`config.mk`:
```
export PLATFORM = sky130hd
export DESIGN_NAME = uiec_top
export DESIGN_NICKNAME = d
export VERILOG_FILES = /design/src/uiec_pkg.sv /design/src/uiec_top.sv /design/src/uiec_pktq.sv
export SDC_FILE = /design/constraint.sdc
export NUM_CORES = 1
export LEC_CHECK = 0
export BUFFER_PORTS_ARGS = -buffer_cell sky130_fd_sc_hd__buf_2
export CAP_MARGIN = 20
export CELL_PAD_IN_SITES_DETAIL_PLACEMENT = 1
export CELL_PAD_IN_SITES_GLOBAL_PLACEMENT = 1
export CORE_UTILIZATION = 36
export DETAILED_ROUTE_END_ITERATION = 10
export PLACE_DENSITY_LB_ADDON = 0.1
export SETUP_SLACK_MARGIN = 0.15
export SYNTH_ARGS = -nofsm -noshare
export SYNTH_HDL_FRONTEND = slang
export SYNTH_SLANG_ARGS = --single-unit
export TNS_END_PERCENT = 30
```
`constraint.sdc`:
```
create_clock -name REF_CLK -period 2.5 [get_ports REF_CLK]
set_input_delay 0.5 -clock REF_CLK [delete_from_list [all_inputs] [get_ports REF_CLK]]
set_output_delay 0.5 -clock REF_CLK [all_outputs]
set_load 0.02 [all_outputs]
```
`src/uiec_pkg.sv`:
```
// Behaviour
// - While the send-stall request bit is one, every IN token outside isochronous mode is answered with a STALL.
// - Writing zero to the send-stall request bit ends the STALL answers.
// - In isochronous mode the send-stall request bit has no effect on IN answers.
// - In-packet-ready is cleared once a packet has been transmitted to the host.
// - With double buffering and a free packet slot, in-packet-ready clears at once.
// - In isochronous mode with iso update set, in-packet-ready reads zero until next SOF.
// - Only a transmitted packet raises the sent interrupt bit, never a slot opening.
// - Each STALL sent sets the stall-sent flag and an interrupt; firmware clears it.
// - Isochronous IN token with no packet ready gives a zero-length packet and underrun.
// - Firmware loads then sets in-packet-ready; with no data loaded a zero-length packet goes.
package uiec_pkg;
  // ----------------------------------------
  // Register offsets
  // ----------------------------------------
  localparam logic [7:0] OFS_CTRL_LOW  = 8'h11;
  localparam logic [7:0] OFS_CTRL_HIGH = 8'h12;
  localparam logic [7:0] OFS_IRQ_STAT  = 8'h20;
  localparam logic [7:0] OFS_IRQ_MASK  = 8'h21;
  // ----------------------------------------
  // Field positions
  // ----------------------------------------
  localparam int B_PKT_READY      = 0;
  localparam int B_FIFO_NOT_EMPTY = 1;
  localparam int B_UNDERRUN       = 2;
  localparam int B_FLUSH          = 3;
  localparam int B_SEND_STALL     = 4;
  localparam int B_STALL_SENT     = 5;
  localparam int B_CLRDT          = 6;
  localparam int B_DOUBLE_BUF     = 7;
  localparam int B_ISO            = 6;
  localparam int B_ISO_UPDATE     = 0;
  localparam int I_SENT   = 0;
  localparam int I_STALL  = 1;
  localparam int I_UNDR   = 2;
  localparam int I_FLUSH  = 3;
  localparam int IRQ_W    = 4;
  localparam int PKT_SLOTS = 2;
  // ----------------------------------------
  // Reset values
  // ----------------------------------------
  localparam logic [7:0]       RST_CTRL_HIGH = 8'h00;
  localparam logic [IRQ_W-1:0] RST_IRQ       = 4'h0;
  // ----------------------------------------
  // Types
  // ----------------------------------------
  typedef enum logic [1:0] {
    RESP_NAK   = 2'b00,
    RESP_DATA  = 2'b01,
    RESP_ZLP   = 2'b11,
    RESP_STALL = 2'b10
  } uiec_resp_e;
  typedef enum logic {
    ST_IDLE = 1'b0,
    ST_SEND = 1'b1
  } uiec_state_e;
endpackage

```
`src/uiec_top.sv`:
```
// Design decisions made here: the placing of the registers and the strobed register port.
`timescale 1ns/10ps
module uiec_top #(
  parameter int SLOTS = uiec_pkg::PKT_SLOTS
) (
  input  wire logic                    REF_CLK,
  input  wire logic                    RST,
  input  wire logic [7:0]              ADDR,
  input  wire logic [7:0]              WDATA,
  input  wire logic                    WR,
  input  wire logic                    RD,
  output logic [7:0]                   RDATA,
  input  wire logic                    IN_TOKEN,
  input  wire logic                    SOF,
  input  wire logic                    TX_DONE,
  input  wire logic                    PKT_HAS_DATA,
  output logic                         RESP_VALID,
  output uiec_pkg::uiec_resp_e         RESP_KIND,
  output logic                         PKT_RELEASE,
  output logic                         FIFO_FLUSH,
  output logic                         CLR_TOGGLE,
  output logic                         IRQ
);
  import uiec_pkg::*;

  // ----------------------------------------
  // State
  // ----------------------------------------
  uiec_state_e      state_reg, state_next;
  logic             pkt_ready_reg, pkt_ready_next;
  logic             send_stall_reg, send_stall_next;
  logic             stall_sent_reg, stall_sent_next;
  logic             underrun_reg, underrun_next;
  logic             flush_reg, flush_next;
  logic             hold_reg, hold_next;
  logic [7:0]       high_reg, high_next;
  logic [IRQ_W-1:0] stat_reg, stat_next, mask_reg, mask_next;
  logic [7:0]       rdata_reg, rdata_next;
  logic             rv_reg, rv_next, rel_reg, rel_next;
  logic             ffl_reg, ffl_next, clr_reg, clr_next;
  uiec_resp_e       kind_reg, kind_next;

  logic       wr_low, wr_high, wr_stat, wr_mask;
  logic       dbl, iso, iso_update, stall_act, ready, commit, flush_fire, tx_pop;
  logic       ev_sent, ev_stall, ev_undr, ev_flush;
  logic [1:0] count;
  logic       head_empty;
  logic [7:0] low_view;

  assign wr_low  = WR && (ADDR == OFS_CTRL_LOW);
  assign wr_high = WR && (ADDR == OFS_CTRL_HIGH);
  assign wr_stat = WR && (ADDR == OFS_IRQ_STAT);
  assign wr_mask = WR && (ADDR == OFS_IRQ_MASK);
  assign dbl        = high_reg[B_DOUBLE_BUF];
  assign iso        = high_reg[B_ISO];
  assign iso_update = high_reg[B_ISO_UPDATE];

  // Stall is ignored in isochronous mode
  assign stall_act = send_stall_reg && !iso;
  // A packet committed in iso mode under iso update waits for the next frame
  assign ready     = (count != 2'h0) && !hold_reg;
  // A commit needs a free slot; firmware waits for ready to drop first
  assign commit    = wr_low && WDATA[B_PKT_READY] && !pkt_ready_reg
                     && (count < ((dbl) ? 2'(SLOTS) : 2'h1));
  assign tx_pop    = (state_reg == ST_SEND) && TX_DONE;
  // IN tokens win over a pending flush, so the packet being answered is sent before the flush pops
  assign flush_fire = flush_reg && (state_reg == ST_IDLE) && !IN_TOKEN;
  assign low_view  = {1'b0, 1'b0, stall_sent_reg, send_stall_reg, flush_reg, underrun_reg,
                      (count != 2'h0), pkt_ready_reg && !hold_reg};

  uiec_pktq #(
    .DEPTH (SLOTS),
    .CW    (2)
  ) u_pktq (
    .clk        (REF_CLK),
    .rst        (RST),
    .push       (commit),
    .push_empty (!PKT_HAS_DATA),
    .pop        (tx_pop || (flush_fire && (count != 2'h0))),
    .count      (count),
    .head_empty (head_empty)
  );

  // ----------------------------------------
  // Token handling and control bits
  // ----------------------------------------
  always_comb begin
    state_next  = state_reg;
    kind_next   = kind_reg;
    rv_next     = 1'b0;
    rel_next    = tx_pop;
    ffl_next    = flush_fire;
    clr_next    = wr_low && WDATA[B_CLRDT];
    ev_sent     = 1'b0;
    ev_stall    = 1'b0;
    ev_undr     = 1'b0;
    ev_flush    = flush_fire && (count != 2'h0);
    unique case (state_reg)
      ST_IDLE: begin
        if (IN_TOKEN) begin
          rv_next = 1'b1;
          if (stall_act) begin
            kind_next = RESP_STALL;
            ev_stall  = 1'b1;
          end else if (ready) begin
            kind_next  = head_empty ? RESP_ZLP : RESP_DATA;
            state_next = ST_SEND;
          end else if (iso) begin
            kind_next = RESP_ZLP;
            ev_undr   = 1'b1;
          end else begin
            kind_next = RESP_NAK;
            ev_undr   = 1'b1;
          end
        end
      end
      ST_SEND: begin
        if (TX_DONE) begin
          ev_sent    = 1'b1;
          state_next = ST_IDLE;
        end
      end
    endcase

    // Hardware clears ready on transmit, flush or an open double-buffer slot
    pkt_ready_next = pkt_ready_reg;
    if (tx_pop || flush_fire) begin
      pkt_ready_next = 1'b0;
    end else if (dbl && pkt_ready_reg && (count < 2'(SLOTS))) begin
      pkt_ready_next = 1'b0;
    end
    if (commit) begin
      pkt_ready_next = 1'b1;
    end

    send_stall_next = wr_low ? WDATA[B_SEND_STALL] : send_stall_reg;
    stall_sent_next = ev_stall
                      || (stall_sent_reg && !(wr_low && !WDATA[B_STALL_SENT]));
    underrun_next   = ev_undr || (underrun_reg && !(wr_low && !WDATA[B_UNDERRUN]));
    flush_next = flush_fire ? 1'b0 : (flush_reg || (wr_low && WDATA[B_FLUSH]));
    hold_next  = (commit && iso && iso_update) || (hold_reg && !SOF);
    high_next  = wr_high ? WDATA : high_reg;
    mask_next  = wr_mask ? WDATA[IRQ_W-1:0] : mask_reg;
    // A new event wins over a write-one clear in the same cycle
    stat_next  = (stat_reg & ~(wr_stat ? WDATA[IRQ_W-1:0] : RST_IRQ))
                 | {ev_flush, ev_undr, ev_stall, ev_sent};

    rdata_next = 8'h00;
    if (RD) begin
      unique case (ADDR)
        OFS_CTRL_LOW:  rdata_next = low_view;
        OFS_CTRL_HIGH: rdata_next = high_reg;
        OFS_IRQ_STAT:  rdata_next = {{(8-IRQ_W){1'b0}}, stat_reg};
        OFS_IRQ_MASK:  rdata_next = {{(8-IRQ_W){1'b0}}, mask_reg};
        default:       rdata_next = 8'h00;
      endcase
    end
  end

  always_ff @(posedge REF_CLK or posedge RST) begin
    if (RST) begin
      state_reg  <= ST_IDLE;
      kind_reg   <= RESP_NAK;
      rv_reg     <= 1'b0;
      rel_reg    <= 1'b0;
      ffl_reg    <= 1'b0;
      clr_reg    <= 1'b0;
      pkt_ready_reg  <= 1'b0;
      send_stall_reg <= 1'b0;
      stall_sent_reg <= 1'b0;
      underrun_reg   <= 1'b0;
      flush_reg  <= 1'b0;
      hold_reg   <= 1'b0;
      high_reg   <= RST_CTRL_HIGH;
      mask_reg   <= RST_IRQ;
      stat_reg   <= RST_IRQ;
      rdata_reg  <= 8'h00;
    end else begin
      state_reg  <= state_next;
      kind_reg   <= kind_next;
      rv_reg     <= rv_next;
      rel_reg    <= rel_next;
      ffl_reg    <= ffl_next;
      clr_reg    <= clr_next;
      pkt_ready_reg  <= pkt_ready_next;
      send_stall_reg <= send_stall_next;
      stall_sent_reg <= stall_sent_next;
      underrun_reg   <= underrun_next;
      flush_reg  <= flush_next;
      hold_reg   <= hold_next;
      high_reg   <= high_next;
      mask_reg   <= mask_next;
      stat_reg   <= stat_next;
      rdata_reg  <= rdata_next;
    end
  end

  assign RDATA       = rdata_reg;
  assign RESP_VALID  = rv_reg;
  assign RESP_KIND   = kind_reg;
  assign PKT_RELEASE = rel_reg;
  assign FIFO_FLUSH  = ffl_reg;
  assign CLR_TOGGLE  = clr_reg;
  assign IRQ         = |(stat_reg & mask_reg);

  logic tok_idle;
  assign tok_idle = IN_TOKEN && (state_reg == ST_IDLE);
endmodule

```
`src/uiec_pktq.sv`:
```
`timescale 1ns/10ps
// Committed packet queue; one flag per packet marks a zero-length load
module uiec_pktq #(
  parameter int DEPTH = 2,
  parameter int CW    = 2
) (
  input  wire logic          clk,
  input  wire logic          rst,
  input  wire logic          push,
  input  wire logic          push_empty,
  input  wire logic          pop,
  output logic [CW-1:0]      count,
  output logic               head_empty
);
  localparam int PW = (DEPTH > 1) ? $clog2(DEPTH) : 1;
  logic [DEPTH-1:0] flag_reg, flag_next;
  logic [PW-1:0]    wp_reg, wp_next, rp_reg, rp_next;
  logic [CW-1:0]    cnt_reg, cnt_next;

  function automatic logic [PW-1:0] wrap(input logic [PW-1:0] p);
    wrap = (p == PW'(DEPTH - 1)) ? '0 : p + PW'(1);
  endfunction

  always_comb begin
    flag_next = flag_reg;
    wp_next   = wp_reg;
    rp_next   = rp_reg;
    cnt_next  = cnt_reg;
    if (push) begin
      flag_next[wp_reg] = push_empty;
      wp_next           = wrap(wp_reg);
    end
    if (pop) begin
      rp_next = wrap(rp_reg);
    end
    if (push && !pop) begin
      cnt_next = cnt_reg + CW'(1);
    end else if (pop && !push) begin
      cnt_next = cnt_reg - CW'(1);
    end
  end

  always_ff @(posedge clk or posedge rst) begin
    if (rst) begin
      flag_reg <= '0;
      wp_reg   <= '0;
      rp_reg   <= '0;
      cnt_reg  <= '0;
    end else begin
      flag_reg <= flag_next;
      wp_reg   <= wp_next;
      rp_reg   <= rp_next;
      cnt_reg  <= cnt_next;
    end
  end

  assign count      = cnt_reg;
  assign head_empty = flag_reg[rp_reg];
endmodule

```
==> results of run 1 <==
placed cells by master, fill, tap and decap left out, drive strengths merged, types with 3 or more instances in the layout:
cell / count
a222oi: 4
a22o: 3
a22oi: 4
and3: 4
buf: 43
clkbuf: 5
dfrtp: 43
inv: 10
mux2: 13
nand2: 14
nand2b: 3
nor2: 14
nor4b: 4
o21ai: 10
xor2: 3
cells in the mapped netlist, drive strengths merged (2+ instances only):
| cell | instances | area [um^2] |
|---|---|---|
| dfrtp | 43 | 1080 |
| nand2 | 14 | 60.1 |
| nor2 | 14 | 52.6 |
| mux2 | 13 | 146 |
| inv | 10 | 37.5 |
| o21ai | 10 | 50.1 |
| a222oi | 4 | 40.0 |
| a22oi | 4 | 30.0 |
| and3 | 4 | 27.5 |
| nor4b | 4 | 86.3 |
| a22o | 3 | 30.0 |
| nand2b | 3 | 18.8 |
| xor2 | 3 | 26.3 |
| a21o | 2 | 15.0 |
| and2 | 2 | 13.8 |
| ha | 2 | 25.0 |
| nand3 | 2 | 10.0 |
| o211ai | 2 | 15.0 |
| o22ai | 2 | 12.5 |
| o2bb2ai | 2 | 17.5 |
| o31ai | 2 | 15.0 |
| xnor2 | 2 | 17.5 |
worst register-to-register path: stages, from the launching register on:
cell and delay (ps):
dfrtp_1 420, inv_1 90, ha_1 210, nor4bb_1 270, nand4_1 170, inv_1 110, ha_1 160, xor2_1 150
nor2_1 60, xor2_1 140
power groups by stage:
stage	combinational, mW	clock, mW	sequential, mW
after floorplan	0.191	0	0.900
after global placement	0.327	0	0.893
after detailed placement	0.340	0	0.901
after CTS	0.341	0.671	0.889
after global routing	0.376	0.703	0.905
final	0.333	0.657	0.891
worst max-delay path by stage:
stage	slack (ps)	end
finish	590	u_pktq.count[1]
global route	410	u_pktq.count[1]
CTS	610	u_pktq.count[1]
detailed placement	420	u_pktq.count[1]
global placement	440	u_pktq.count[1]
floorplan	590	u_pktq.count[1]
final cells by class:
cell class	instances	area (um^2)	share of cell area (%)
multi-input combinational	106	802	33.9
timing repair buffer	43	228	9.62
clock buffer	5	68.8	2.91
sequential	43	1080	45.5
inverter	10	37.5	1.59
clock inverter	3	67.6	2.85
tap	70	87.6	3.70
kinds of logic (layout without fill, tap and decap cells):
| family | count (synthesis) | count (layout) | share of synthesized area, % |
|---|---|---|---|
| and+or+nand+nor | 48 | 48 | 15.9 |
| buffers and inverters | 10 | 61 | 1.96 |
| muxes | 14 | 14 | 8.16 |
| AOI/OAI and AO/OA | 37 | 37 | 14.2 |
| adders and majority gates | 2 | 2 | 1.31 |
| DFF | 43 | 43 | 56.2 |
| xor gates and xnor gates | 5 | 5 | 2.29 |
routing by layer:
layer	vias up	track usage [%]	part of all wire, %
met5	-	0	0
met4	0	8.81	2.4
met3	9	4.28	4.3
met2	40	31.7	49
met1	745	25.4	44
li1	676	-	-
per-stage QoR:
step           power (mW)  worst slack (ps)  area (um^2)
3_5_place_dp         1.24               422         2230
3_3_place_gp         1.22               439         2230
4_1_cts              1.90               614         2370
5_1_grt              1.98               409         2370
2_1_floorplan        1.09               585         1920
6_report             1.88               593         2370
==> flow_metrics.py, run 1 <==
metrics = {
    "outcome": {
        "status": "complete, no violations",
    },
    "floorplanning": {
        "die_area_um2": 5620,
        "die_height_um": 74.9,
        "fp.dieW_um": 74.9,
        "fp.coreArea_um2": 5110,
        "start_util_pct": 37.5,
        "pin_count": 39,
        "rows": 26,
    },
    "setup_path": {
        "ff2ff_setup_slack_ps": 590,
        "crit_path_end_kind": "flop",
        "critPathKind": "flop to flop",
        "worstPathRequired_ps": 2680,
        "ff2ff_path_depth": 9,
        "crit_start": "high_reg[7]",
        "crit_path_max_incr_delay_ps": 420,
        "cp_slowest_cell": "dfrtp_1",
        "cp_max_fo": 4,
        "r2r_end": "u_pktq.count[1]",
        "path_delay_family": "simple AND/OR/NAND/NOR gates",
        "cp.buffers_inverters": 2,
        "crit_chain": "inv_1, ha_1, nor4bb_1, nand4_1, inv_1, ha_1, xor2_1, nor2_1, xor2_1",
        "crit_arrival_ps": 2090,
        "r2r_start": "high_reg[7]",
        "worst-path-stages": 9,
        "cp-start-kind": "flop",
    },
    "global_route": {
        "grt_pass1_vias": 1558,
        "grt_max_degree": 44,
        "antenna_found_initial": 0,
        "grt_pass1_wl_um": 7880,
        "gr-total-overflow": 0,
        "track_usage_pct": 19.7,
    },
    "power_and_ir_drop": {
        "pwr-share-clk_pct": 34.9,
        "pwr_density_cell_nw_per_um2": 794,
        "vdd_ir_drop_max_v": 0.000268,
        "power_frac_comb_pct": 17.7,
        "power.leakage_nw": 1.17,
        "switchingPower_uw": 553,
        "p_int_mw": 1.33,
        "switching_share_pct": 29.4,
        "seqPwrFrac_pct": 47.3,
    },
    "cells_and_area": {
        "fin_util_pct": 46.3,
        "antenna_cells": 0,
        "drive_gt1_share_pct": 36.2,
        "fillCellCount": 577,
        "syn_to_final_growth_pct": 23.6,
        "nNetsFinal": 235,
        "final_cells": 280,
    },
    "yosys": {
        "syn_nets": 185,
        "yosys_register_bits": 43,
        "netlist_area_um2": 1920,
        "yosysSeqAreaShare_pct": 56.2,
        "avgSynthCellArea_um2": 12.0,
        "yosysWarnings": 0,
        "synth_edf_count": 0,
        "synth-main-ff-cell": "dfrtp_1",
        "async_flop_share_pct": 100,
        "netlist-cell-type-count": 38,
        "synth_cells": 159,
    },
    "placed_design": {
        "dp_hpwl_um": 3740,
        "placed_cells": 272,
        "numPortBuffers": 38,
        "place_congestion": 0.804,
    },
    "sta": {
        "final_hold_viol_count": 0,
        "finalCritPeriodShare_pct": 76.3,
        "finalCriticalPeriod_ps": 1910,
        "grt_setup_unrepaired": "no",
        "setup_viol": 0,
        "relSlewSlack_pct": 63.8,
        "setup_tns_ps": 0,
        "whs_ps": 321,
        "max_freq_mhz": 524,
        "fin_worst_skew_ps": 5.19,
        "tightest_slew_ps": 544,
        "final-max-slew-violation-count": 0,
    },
    "route": {
        "drt-wirelength-per-cell_um": 17.4,
        "drtAntennaViolNets": 0,
        "viasPerCell": 5.25,
        "drc": 0,
        "vias": 1470,
        "wirelength_um": 4880,
        "first_pass_iters": 6,
        "drtIter0Drc": 46,
    },
    "clock_tree": {
        "cts_root_buffer": "clkbuf_8",
        "path_clk_slew_ps": 90,
        "clk_latency_ps": 300,
        "cts_buffers": 5,
        "clock-sinks": 43,
        "clockBufferDepth": 2,
        "cts_hold_buf": 0,
        "cts_setup_buffers": 0,
        "cts_resized": 0,
        "htree_num_levels": 2,
        "cts_tree": "built",
    },
    "hold_path": {
        "hold_path_class": "primary input to async pin",
    },
    "job": {
        "maxCapViolCount": 0,
    },
}
Power figures use the tool's default switching activity.
==> run 2, diff against run 1 <==
--- a/config.mk
+++ b/config.mk
@@ -5,6 +5,7 @@
 export SDC_FILE = /design/constraint.sdc
 export NUM_CORES = 1
 export LEC_CHECK = 0
+export ABC_AREA = 1
 export BUFFER_PORTS_ARGS = -buffer_cell sky130_fd_sc_hd__buf_2
 export CAP_MARGIN = 20
 export CELL_PAD_IN_SITES_DETAIL_PLACEMENT = 1
==> constraint.sdc (replaced) <==
create_clock -name REF_CLK -period 1.54 [get_ports REF_CLK]
set_input_delay 0.308 -clock REF_CLK [delete_from_list [all_inputs] [get_ports REF_CLK]]
set_output_delay 0.308 -clock REF_CLK [all_outputs]
set_load 0.02 [all_outputs]
==> flow_metrics.py, run 2 <==
metrics = {
    "clock_tree": {
        "clock-sinks": 43,
        "clk_latency_ps": 300,
        "htree_num_levels": 2,
        "cts_buffers": 5,
        "path_clk_slew_ps": 80,
        "cts_tree": "built",
        "clockBufferDepth": 2,
        "cts_root_buffer": "clkbuf_8",
    },
    "power_and_ir_drop": {
        "power.leakage_nw": 1.47,
        "vdd_ir_drop_max_v": 0.000657,
        "pwr_density_cell_nw_per_um2": 1110,
    },
    "cells_and_area": {
        "nNetsFinal": 349,
        "drive_gt1_share_pct": 34.9,
        "layout_commonest_cell": "nand2_1",
        "fin_util_pct": 49.9,
        "final_cells": 396,
        "layout_common_cells": "nand2_1 (68), dfrtp_1 (43), buf_2 (37), buf_4 (34), inv_1 (27)",
        "syn_to_final_growth_pct": 33.2,
        "antenna_cells": 0,
    },
    "yosys": {
        "yosysTopAreaCell": "dfrtp_1",
        "avgSynthCellArea_um2": 8.45,
        "synth-main-ff-cell": "dfrtp_1",
        "synth_edf_count": 0,
        "yosysWarnings": 0,
        "syn_nets": 270,
        "yosysSeqAreaShare_pct": 52.2,
        "synth_commonest_cells": "nand2_1 (69), dfrtp_1 (43), inv_1 (31), nor2_1 (22), nand3_1 (14)",
        "netlist-cell-type-count": 25,
        "async_flop_share_pct": 100,
        "synth.area.top_cells": "dfrtp_1 (52%), nand2_1 (13%), inv_1 (5.6%), nor2_1 (4.0%), nand3_1 (3.4%)",
        "synth_cells": 244,
        "synth.top_cell.area_share_pct": 52.2,
        "yosys_register_bits": 43,
        "netlist_area_um2": 2060,
        "synth.most_common_cell": "nand2_1",
    },
    "floorplanning": {
        "fp.coreArea_um2": 5510,
        "rows": 27,
        "fp.dieW_um": 77.7,
        "die_area_um2": 6030,
        "die_height_um": 77.7,
        "pin_count": 39,
        "start_util_pct": 37.4,
    },
    "setup_path": {
        "crit_chain": "inv_2, ha_4, inv_2, nor2_2, nor2_2, inv_2, nor2_4, ha_4, a21oi_2, o21ai_1, xor2_1",
        "path_delay_family": "adder cells",
        "ff2ff_setup_slack_ps": -170,
        "crit_path_end_kind": "flop",
        "critPathKind": "flop to flop",
        "cp_slowest_cell": "dfrtp_1",
        "cp-start-kind": "flop",
        "ff2ff_path_depth": 11,
        "r2r_end": "u_pktq.count[1]",
        "cp_max_fo": 2,
        "crit_path_max_incr_delay_ps": 400,
        "crit_arrival_ps": 1900,
        "crit_top_cell": "inv_2",
        "worstPathRequired_ps": 1730,
        "cp.buffers_inverters": 3,
        "r2r_start": "high_reg[7]",
    },
    "job": {
        "maxCapViolCount": 0,
    },
    "sta": {
        "setup_viol": 2,
        "finalCriticalPeriod_ps": 1710,
        "finalCritPeriodShare_pct": 111,
        "layout_setup_ws_ps": -171,
        "tightest_slew_ps": 341,
        "final_hold_viol_count": 0,
        "whs_ps": 18.9,
        "final-max-slew-violation-count": 0,
        "grt_setup_unrepaired": "yes",
        "max_freq_mhz": 585,
        "fin_worst_skew_ps": 7.86,
        "relSlewSlack_pct": 77.2,
    },
    "global_route": {
        "grt_pass1_wl_um": 9360,
        "grt_max_degree": 44,
        "track_usage_pct": 20.5,
        "gr-total-overflow": 0,
        "antenna_found_initial": 0,
        "grt_pass1_vias": 1971,
    },
    "route": {
        "viasPerCell": 4.66,
        "drc": 0,
        "wirelength_um": 5620,
        "first_pass_iters": 4,
        "drtIter0Drc": 73,
        "vias": 1846,
        "drt-wirelength-per-cell_um": 14.2,
        "drtAntennaViolNets": 0,
    },
    "outcome": {
        "status": "finished with violations",
        "violations": "setup timing",
    },
    "placed_design": {
        "pre_cts_ws_ps": -259,
        "placed_cells": 385,
        "place_congestion": 0.767,
        "dp_hpwl_um": 4280,
        "numPortBuffers": 38,
    },
    "hold_path": {
        "hold_path_class": "primary input to async pin",
    },
}
## run 2: repair_timing
action	4_1_cts	5_1_grt
buffers inserted	1	2
endpoints found under the setup margin	4	8
pin swaps	3	6
gates resized for setup	6	8
hold buffers	0	0
## run 2: metal layers
layer / track usage (%) / up-vias / share of wire, %
li1: - / 924 / -
met1: 25.4 / 879 / 44
met5: 0 / - / 0
met3: 4.00 / 8 / 3.8
met2: 35.6 / 35 / 50
met4: 6.98 / 0 / 1.7
## run 2: logic make-up (layout without fill, tap and decap cells)
family / count (synthesis) / after routing / synth area share (%)
compound gates: 33 / 33 / 8.37
xor+xnor: 3 / 3 / 1.27
fa+ha+maj: 2 / 2 / 1.21
buf+inv: 36 / 116 / 6.67
flops: 43 / 43 / 52.2
simple gates: 127 / 127 / 30.3
## run 2: power by group
group	leakage, nW	internal [mW]	switching, mW
logic	0.913	0.398	0.514
registers	0.519	1.30	0.120
clock network	0.0412	0.317	0.404
total	1.47	2.02	1.04
## run 2: per-stage QoR
step	total power, mW	area (um^2)	setup TNS [ps]
after floorplan	1.85	2060	-292
after global placement	2.24	2590	-233
after detailed placement	2.28	2590	-395
after CTS	3.04	2700	-320
after global routing	3.25	2750	-393
final	3.06	2750	-255
## run 2: final cells by class
type                       count  area, um^2
inverter                      36         138
timing repair buffer          72         460
clock buffer                   6        72.6
sequential                    43        1080
tap                           72        90.1
fill                         684        2760
clock inverter                 2        12.5
multi-input combinational    165         897
## run 2: worst max-delay path by stage
| stage | startpoint | to | slack, ps | cells after the start |
|---|---|---|---|---|
| 4_1_cts | high_reg[7] | u_pktq.count[1] | -200 | 11 |
| 2_1_floorplan | u_pktq.count[1] | u_pktq.count[1] | -250 | 10 |
| 3_5_place_dp | high_reg[7] | u_pktq.count[1] | -260 | 11 |
| 6_report | high_reg[7] | u_pktq.count[1] | -170 | 11 |
| 3_3_place_gp | high_reg[7] | u_pktq.count[1] | -160 | 11 |
| 5_1_grt | high_reg[7] | u_pktq.count[1] | -250 | 11 |
## run 2: worst min-delay path, cell delays in order
cell and delay (ps):
buf_2 100, clkinv_1 60, buf_12 230
